===== src/design/cps_pkg.sv =====
// Purpose: shared constants and types for the charger protection sequencer
// Assumes: 10 MHz core clock, comparator flags arrive as asynchronous levels
// Notes: all delay windows are counted in 1 ms steps from a cycle divider
package cps_pkg;

  localparam int CLK_PERIOD_NS = 100;
  localparam int MS_NS = 1_000_000;
  // cycles in one millisecond, least time rounded up
  localparam int MS_CYCLES = (MS_NS + CLK_PERIOD_NS - 1) / CLK_PERIOD_NS;

  // windows in milliseconds, QUAL_MS and EVAL_MS measured from adapter detection
  localparam logic [9:0] QUAL_MS = 10'h2bc;   // 700 ms
  localparam logic [9:0] EVAL_MS = 10'h2be;   // 702 ms
  localparam logic [9:0] BLANK_MS = 10'h002;  // 2 ms after the adapter drive starts

  // register map, byte addresses
  localparam logic [7:0] REG_CTRL = 8'h00;
  localparam logic [7:0] REG_STATUS = 8'h04;
  localparam int CTRL_CHG_BIT = 0;
  localparam int CTRL_LEARN_BIT = 1;
  localparam logic [1:0] CTRL_RESET = 2'h0;
  localparam int STAT_MS_LSB = 0;
  localparam int STAT_FLAG_LSB = 10;
  localparam int STAT_STATE_LSB = 16;

  typedef enum logic [2:0] {
    SEQ_IDLE,
    SEQ_QUAL,
    SEQ_BATOFF,
    SEQ_ADAPTER,
    SEQ_LATCHED
  } cps_state_t;

  // analog comparator results, all active high
  typedef struct packed {
    logic supply_ok;               // main_supply above 5 V
    logic sense_above_06;          // adapter_sense_input above 0.6 V
    logic sense_above_24;          // adapter_sense_input above 2.4 V
    logic ovp_trip;                // overvoltage_set_input above 3.1 V
    logic cell_ov_104;             // cell_stack_node above 104 %
    logic cell_below_102;          // cell_stack_node below 102 %
    logic depleted_cell;           // depleted_cell_comparator, 2.9 V per cell
    logic charge_oc;               // charge current above 145 %
    logic thermal_hot;             // thermal_trip above 155 C
    logic thermal_cool;            // junction below 135 C
    logic input_overcurrent_limit; // input current being limited
    logic overpower_cap_2v;        // input_overpower_timer above 2 V
    logic sense_neg_low;           // input_sense_neg below 2.4 V
  } cps_cmp_t;

  typedef struct packed {
    logic input_current_monitor_en;
    logic gate_drive_regulator_en;
    logic adapter_switch_drive;
    logic battery_switch_drive;
    logic charge_en;
    logic high_side_off;
    logic cell_sink_en;
    logic precharge_sel;
    logic cap_source_en;
    logic cap_sink_en;
    logic adapter_ok_n_level;      // open-drain data, always low
    logic adapter_ok_n_en_n;       // low while the pin is pulled low
  } cps_drv_t;

  localparam cps_drv_t DRV_RESET = '{adapter_ok_n_en_n: 1'b1, default: 1'b0};

  typedef struct packed {
    cps_cmp_t s1;
    cps_cmp_t s2;
    cps_state_t state;
    logic [15:0] tick_cnt;
    logic [9:0] det_ms;
    logic [9:0] blank_ms;
    logic cell_ov;
    logic hot;
    logic learn_dep;
    logic [1:0] ctrl;
    logic [31:0] rdata;
    cps_drv_t drv;
  } cps_st_t;

endpackage


===== src/design/cps_sequencer.sv =====
// Purpose: fault handling and power selector sequencing for a battery charger
// Assumes: comparators give clean levels; analog loops live outside this block
// Notes: one state struct, one comb copy, one register stage
//
// Summary of operation
// - input current monitor enabled only with supply above 5 V and sense above 0.6 V
// - input overvoltage: charging off, adapter switch off, battery switch on
// - input overvoltage does not latch; operation resumes when it clears
// - supply below 5 V keeps regulator, reference and gate bias off
// - stop high side above 104 % cell voltage until below 102 %
// - 10 mA cell sink on only while charging
// - depleted cell selects one-eighth pre-charge current, hysteresis restores full
// - learn with depleted cell: battery switch off, adapter switch on
// - cell recovers while learn still high: adapter off, battery back on
// - charge current above 145 % turns high side off, resumes automatically
// - thermal trip above 155 C keeps converter off until below 135 C
// - adapter ok is open-drain active low, asserted after qualification delay
// - wait 700 ms, assert adapter ok, battery off, then adapter drive on
// - input overcurrent limit flag trips at 1.5x programmed limit, 100 mV cap
// - first 2 ms of adapter drive: limiting allowed, over-power latch inhibited
// - over-power latch sets when timer capacitor exceeds 2 V
// - timer capacitor source while limiting, fixed sink otherwise
// - latch set: charging off, adapter switch off, battery switch on
// - latch clears only on adapter sense cycle or supply undervoltage cycle
// - latch conditions evaluated only 702 ms after adapter detection
// - after the 2 ms window a system short also latches off
`timescale 1ns/10ps
module cps_sequencer #(
  parameter int MS_CYCLES_P = cps_pkg::MS_CYCLES
) (
  input wire logic clk,
  input wire logic rst_n,
  input wire cps_pkg::cps_cmp_t cmp_flags,
  input wire logic [7:0] bus_addr,
  input wire logic [31:0] bus_wdata,
  input wire logic bus_wr,
  input wire logic bus_rd,
  output logic [31:0] bus_rdata,
  output cps_pkg::cps_drv_t drive
);
  import cps_pkg::*;

  logic [1:0] rst_sync_q;
  logic rst_int_n;
  cps_st_t q;
  cps_st_t d;

  // reset is released synchronously so every flop leaves reset on one edge
  always_ff @(posedge clk or negedge rst_n) begin
    if (!rst_n) begin
      rst_sync_q <= 2'h0;
    end else begin
      rst_sync_q <= {rst_sync_q[0], 1'b1};
    end
  end
  assign rst_int_n = rst_sync_q[1];

  function automatic logic in_window(input logic [9:0] ms, input logic [9:0] lim);
    in_window = (ms == lim);
  endfunction

  cps_cmp_t c;
  logic uv;
  logic det;
  logic tick_hit;
  logic learn_bat;
  logic opl_trip;
  logic ad;
  logic chg;
  logic ok_assert;
  cps_drv_t nd;

  always_comb begin
    d = q;
    c = q.s2;
    nd = DRV_RESET;
    // first stage is read only by the second
    d.s1 = cmp_flags;
    d.s2 = q.s1;
    uv = ~c.supply_ok;
    det = c.sense_above_24 & ~uv;
    tick_hit = (q.tick_cnt == 16'(MS_CYCLES_P - 1));

    // register bus
    d.rdata = 32'h0000_0000;
    if (bus_wr && bus_addr == REG_CTRL) begin
      d.ctrl = bus_wdata[1:0];
    end
    if (bus_rd) begin
      case (bus_addr)
        REG_CTRL: d.rdata = {30'h0000_0000, q.ctrl};
        REG_STATUS: begin
          d.rdata[STAT_MS_LSB +: 10] = q.det_ms;
          d.rdata[STAT_FLAG_LSB +: 6] = {c.depleted_cell, q.learn_dep, q.hot, q.cell_ov, uv,
                                         q.state == SEQ_LATCHED};
          d.rdata[STAT_STATE_LSB +: 3] = q.state;
        end
        default: d.rdata = 32'h0000_0000;
      endcase
    end

    // hysteresis flags held between their two comparator thresholds
    if (c.cell_ov_104) begin
      d.cell_ov = 1'b1;
    end else if (c.cell_below_102) begin
      d.cell_ov = 1'b0;
    end
    if (c.thermal_hot) begin
      d.hot = 1'b1;
    end else if (c.thermal_cool) begin
      d.hot = 1'b0;
    end
    // comparator already has hysteresis, so recovery simply follows it
    d.learn_dep = q.ctrl[CTRL_LEARN_BIT] & c.depleted_cell;

    // millisecond divider and windows, all restart on loss of detect or supply
    if (!det) begin
      d.tick_cnt = 16'h0000;
      d.det_ms = 10'h000;
    end else begin
      d.tick_cnt = tick_hit ? 16'h0000 : q.tick_cnt + 16'h0001;
      if (tick_hit && !in_window(q.det_ms, EVAL_MS)) begin
        d.det_ms = q.det_ms + 10'h001;
      end
    end
    if (q.state != SEQ_ADAPTER || !q.drv.adapter_switch_drive) begin
      d.blank_ms = 10'h000;
    end else if (tick_hit && !in_window(q.blank_ms, BLANK_MS + 10'h001)) begin
      // ticks run on the detect grid, so one extra tick makes the window at least 2 ms
      d.blank_ms = q.blank_ms + 10'h001;
    end

    // latch only after both windows, on capacitor threshold or system short
    opl_trip = in_window(q.blank_ms, BLANK_MS + 10'h001) && in_window(q.det_ms, EVAL_MS) &&
               (c.overpower_cap_2v || c.sense_neg_low);

    if (uv) begin
      d.state = SEQ_IDLE;
    end else begin
      case (q.state)
        SEQ_IDLE: begin
          if (det) begin
            d.state = SEQ_QUAL;
          end
        end
        SEQ_QUAL: begin
          if (!det) begin
            d.state = SEQ_IDLE;
          end else if (in_window(q.det_ms, QUAL_MS)) begin
            d.state = SEQ_BATOFF;
          end
        end
        SEQ_BATOFF: begin
          // one cycle with both switches off: battery leaves before adapter joins
          d.state = det ? SEQ_ADAPTER : SEQ_IDLE;
        end
        SEQ_ADAPTER: begin
          if (!det) begin
            d.state = SEQ_IDLE;
          end else if (opl_trip) begin
            d.state = SEQ_LATCHED;
          end
        end
        SEQ_LATCHED: begin
          // only a fall of adapter sense, or undervoltage, leaves the latch
          if (!det) begin
            d.state = SEQ_IDLE;
          end
        end
        default: d.state = SEQ_IDLE;
      endcase
    end

    // outputs, registered one cycle after the synchronised flags, two after the hysteresis and learn flags
    learn_bat = q.ctrl[CTRL_LEARN_BIT] & ~q.learn_dep;
    ad = ~uv && q.state == SEQ_ADAPTER && ~c.ovp_trip && ~learn_bat;
    chg = ad & q.ctrl[CTRL_CHG_BIT] & ~q.hot;
    ok_assert = ~uv && (q.state == SEQ_BATOFF || q.state == SEQ_ADAPTER ||
                        q.state == SEQ_LATCHED);
    nd.input_current_monitor_en = c.supply_ok & c.sense_above_06;
    nd.gate_drive_regulator_en = c.supply_ok;
    nd.adapter_switch_drive = ad;
    nd.battery_switch_drive = ~uv & ~ad & ~(q.state == SEQ_BATOFF & ~c.ovp_trip);
    nd.charge_en = chg;
    nd.high_side_off = ~chg | q.cell_ov | c.charge_oc | q.hot;
    nd.cell_sink_en = chg;
    nd.precharge_sel = c.depleted_cell;
    // the limit flag is the analog trip at 1.5x with 100 mV clamp
    nd.cap_source_en = ad & c.input_overcurrent_limit;
    nd.cap_sink_en = ~(ad & c.input_overcurrent_limit);
    nd.adapter_ok_n_level = 1'b0;
    nd.adapter_ok_n_en_n = ~ok_assert;
    d.drv = nd;
  end

  always_ff @(posedge clk or negedge rst_int_n) begin
    if (!rst_int_n) begin
      q <= '{state: SEQ_IDLE, ctrl: CTRL_RESET, drv: DRV_RESET, default: '0};
    end else begin
      q <= d;
    end
  end

  assign drive = q.drv;
  assign bus_rdata = q.rdata;
endmodule


===== config.mk =====
export PLATFORM = sky130hd
export DESIGN_NAME = cps_sequencer
export DESIGN_NICKNAME = d
export VERILOG_FILES = /design/src/design/cps_pkg.sv /design/src/design/cps_sequencer.sv
export SDC_FILE = /design/constraint.sdc
export NUM_CORES = 1
export LEC_CHECK = 0
export BUFFER_PORTS_ARGS = -buffer_cell sky130_fd_sc_hd__buf_2
export CAP_MARGIN = 20
export CORE_AREA = 2 2 100 102
export CTS_BUF_LIST = sky130_fd_sc_hd__clkbuf_4
export DETAILED_ROUTE_END_ITERATION = 7
export DIE_AREA = 0 0 102 104
export PLACE_DENSITY = 0.77
export SYNTH_ARGS = -nofsm -noshare
export SYNTH_HDL_FRONTEND = slang
export SYNTH_SLANG_ARGS = --single-unit

===== constraint.sdc =====
create_clock -name clk -period 6.65 [get_ports clk]
set_input_delay 0.9975 -clock clk [delete_from_list [all_inputs] [get_ports clk]]
set_output_delay 0.9975 -clock clk [all_outputs]
set_load 0.03 [all_outputs]

==> flow_summary_export.csv <==
group,metric,value,unit
detailed_routing,first_pass_iters,5,
power,seq_power_share,64.2,%
clock_tree,cts_tree,"yes",
worst_setup_path,worst_ep_arrival_time,2.75,ns
clock_tree,postCtsSetupBuffers,0,
placed_design,io_buffers,56,
clock_tree,cts_resized,0,
floorplanning,die_x,102,µm
power,internal_power,0.758,mW
placed_design,dpl.cell_count,536,
layout,area_growth,5.71,%
worst_setup_path,worstPathRequired,7.01,ns
logic_synthesis,async_reset_ff_share,100,%
floorplanning,die_area,10600,µm²
timing,worst_slack,4.26,ns
detailed_routing,dr_wl_met2,3700,µm
detailed_routing,vias_per_cell,5.07,
layout,final_common_cell,"dfrtp_1",
timing,final_max_slew_viol_count,0,
layout,final_cell_mix,"99 x dfrtp_1, 56 x buf_2, 27 x nor2_1",
detailed_routing,drt-initial-drc-count,149,
timing,clock_skew,0.0187,ns
clock_tree,clkLatencyLatePin,0.44,ns
detailed_routing,routed-wl-met3,279,µm
timing,tightest_slew,0.792,ns
layout,post-route-util,48.3,%
power,switching_power,0.235,mW
logic_synthesis,synth_area,4360,µm²
clock_tree,cts_buffer_depth,2,
placed_design,hpwl,5100,µm
power,comb_power_share,3.7,%
layout,diodes,0,
layout,drive_gt1_share,19.8,%
layout,post_layout_nonfiller_instances,552,
worst_setup_path,cp-start-kind,"register",
global_route,grt_pass1_vias,2686,
timing,max_freq,0.418,GHz
power,p_per_area,215,nW/µm²
power,p_clk_share,32.1,%
detailed_routing,wl_met1,3250,µm
placed_design,place_congestion,0.862,
hold_path,min_path_type,"in -> async",
power,ir_drop,128,µV
detailed_routing,vias,2801,
global_route,antenna_found_initial,0,
timing,fin_crit_sh,36.0,%
timing,holdWs,0.318,ns
clock_tree,cts_max_level,3,
worst_setup_path,crit_type,"reg -> reg",
timing,setup_viol,0,
detailed_routing,wl_per_cell,13.4,µm
logic_synthesis,synth_seq_cells,101,
timing,rsz0062_at_grt,"false",
logic_synthesis,synthDistinctLibCells,41,
layout,nNetsFinal,476,
detailed_routing,highest_layer,"met4",
detailed_routing,drt-total-wl,7420,µm
power,switching_share,23.7,%
logic_synthesis,synth.avg_cell_area,11.2,µm²
clock_tree,cts-hold-fix-buffers,0,
logic_synthesis,ys_seq_area_share,57.9,%
logic_synthesis,synth_edf_count,0,
floorplanning,initial_core_util,45.7,%
global_route,track_usage,14.9,%
clock_tree,cts_buffers,9,
floorplanning,die_h,104,µm
worst_setup_path,cp_max_fo,22,
power,p_leak,2.11,nW
global_route,grt_max_degree,52,
clock_tree,cts.sinks,101,
detailed_routing,drcViolationCount,0,
global_route,grt_pass1_wl,12500,µm
logic_synthesis,yosysWarnings,0,
logic_synthesis,ys.flop_type,"dfrtp_1",
worst_setup_path,endpoint_kind,"register",
clock_tree,root_buffer,"clkbuf_4",
timing,fin_setup_tns,0,ns
floorplanning,coreArea,9550,µm²
timing,post-route-min-period,2.39,ns
placed_design,post-place-ws,3.95,ns
detailed_routing,drtAntennaViolNets,0,
outcome,status,"completed",
floorplanning,ios,101,
global_route,overflow,0,
timing,slew_headroom,47.0,%
clock_tree,clkTransAtPathRegs,0.14,ns
flow_run,maxCapViolCount,0,
timing,hold_viol_final,0,
logic_synthesis,synthCells,389,
floorplanning,fp-row-count,36,
## flip-flops by register name, summed over array words and instances, names as in the netlist
register	flops
c	13
drive	10
rst_sync_q	2
bus_rdata	19
d	13
q	44
## synth_stat cells, types with 2 or more instances
cell type | count | share of area, %
and3b_1 | 2 | 0.40
buf_6 | 3 | 0.77
nor3_1 | 5 | 0.57
nand2b_1 | 3 | 0.43
a21o_1 | 2 | 0.34
or2_2 | 2 | 0.29
and4_1 | 4 | 0.80
nor2_1 | 27 | 2.3
xnor2_1 | 7 | 1.4
mux2_2 | 2 | 0.52
conb_1 | 2 | 0.17
or4_1 | 14 | 2.4
nand4_2 | 2 | 0.57
o21ai_0 | 6 | 0.69
xor2_1 | 6 | 1.2
nand3_1 | 13 | 1.5
clkbuf_1 | 8 | 0.69
ha_1 | 5 | 1.4
o31ai_1 | 14 | 2.4
or3_1 | 2 | 0.29
a21oi_1 | 18 | 2.1
and3_1 | 6 | 0.86
nor4_1 | 8 | 1.1
nand2_1 | 25 | 2.2
dfrtp_1 | 100 | 57
mux2i_1 | 4 | 0.92
nor2b_1 | 3 | 0.43
inv_1 | 10 | 0.86
and2_1 | 19 | 2.7
buf_4 | 45 | 7.7
nand4_1 | 12 | 1.7
## power by group through the flow
stage	combinational, mW	sequential (mW)	clock, mW
floorplan	0.0293	0.650	0
global placement	0.0367	0.649	0
detailed placement	0.0375	0.649	0
CTS	0.0377	0.638	0.332
global route	0.0413	0.640	0.358
finish	0.0371	0.637	0.319
## worst max-delay path, stage by stage (launching register included)
cell and delay (ns):
dfrtp_1 0.43, ha_1 0.25, and4_1 0.36, nand4_2 0.46, or4_1 0.65, a21oi_1 0.16
## kinds of logic after synthesis
| kind of cell | share of synthesized area (%) |
|---|---|
| compound gates | 6.45 |
| fa+ha+maj | 1.43 |
| buf+inv | 10.1 |
| other cells | 0.172 |
| mux | 1.43 |
| simple gates | 19.9 |
| flops | 57.9 |
| xor+xnor | 2.61 |
## through the flow
step           total power, mW  cell area (µm²)
2_1_floorplan            0.679             4410
3_3_place_gp             0.685             4470
3_5_place_dp             0.687             4470
4_1_cts                   1.01             4610
5_1_grt                   1.04             4610
6_report                 0.993             4610
## final cells by class
| class | count | area [µm²] |
|---|---|---|
| multi-input combinational | 235 | 1450 |
| clock buffer | 10 | 75.1 |
| fill | 865 | 4940 |
| timing repair buffer | 57 | 288 |
| clock inverter | 6 | 68.8 |
| sequential | 101 | 2530 |
| inverter | 10 | 37.5 |
| tap | 133 | 166 |
## final timing paths
path	start	endpoint	slack, ns	cells after the start
max	q[69]	q[63]	4.26	5
min	rst_n	rst_sync_q[1]	0.32	1
max reg2reg	q[69]	q[63]	4.26	5
min reg2reg	rst_sync_q[1]	d[94]	0.34	0
max in group asynchronous	rst_sync_q[1]	q[83]	5.25	1
min in group clk	d[88]	c[0]	0.37	0
## routing by layer
| layer | vias to the layer above | global-route usage, % |
|---|---|---|
| met2 | 83 | 23.4 |
| met4 | 0 | 7.81 |
| li1 | 1351 | - |
| met3 | 19 | 2.49 |
| met1 | 1348 | 19.6 |
| met5 | - | 0 |
Note: power is estimated with default switching activity, not from simulation.
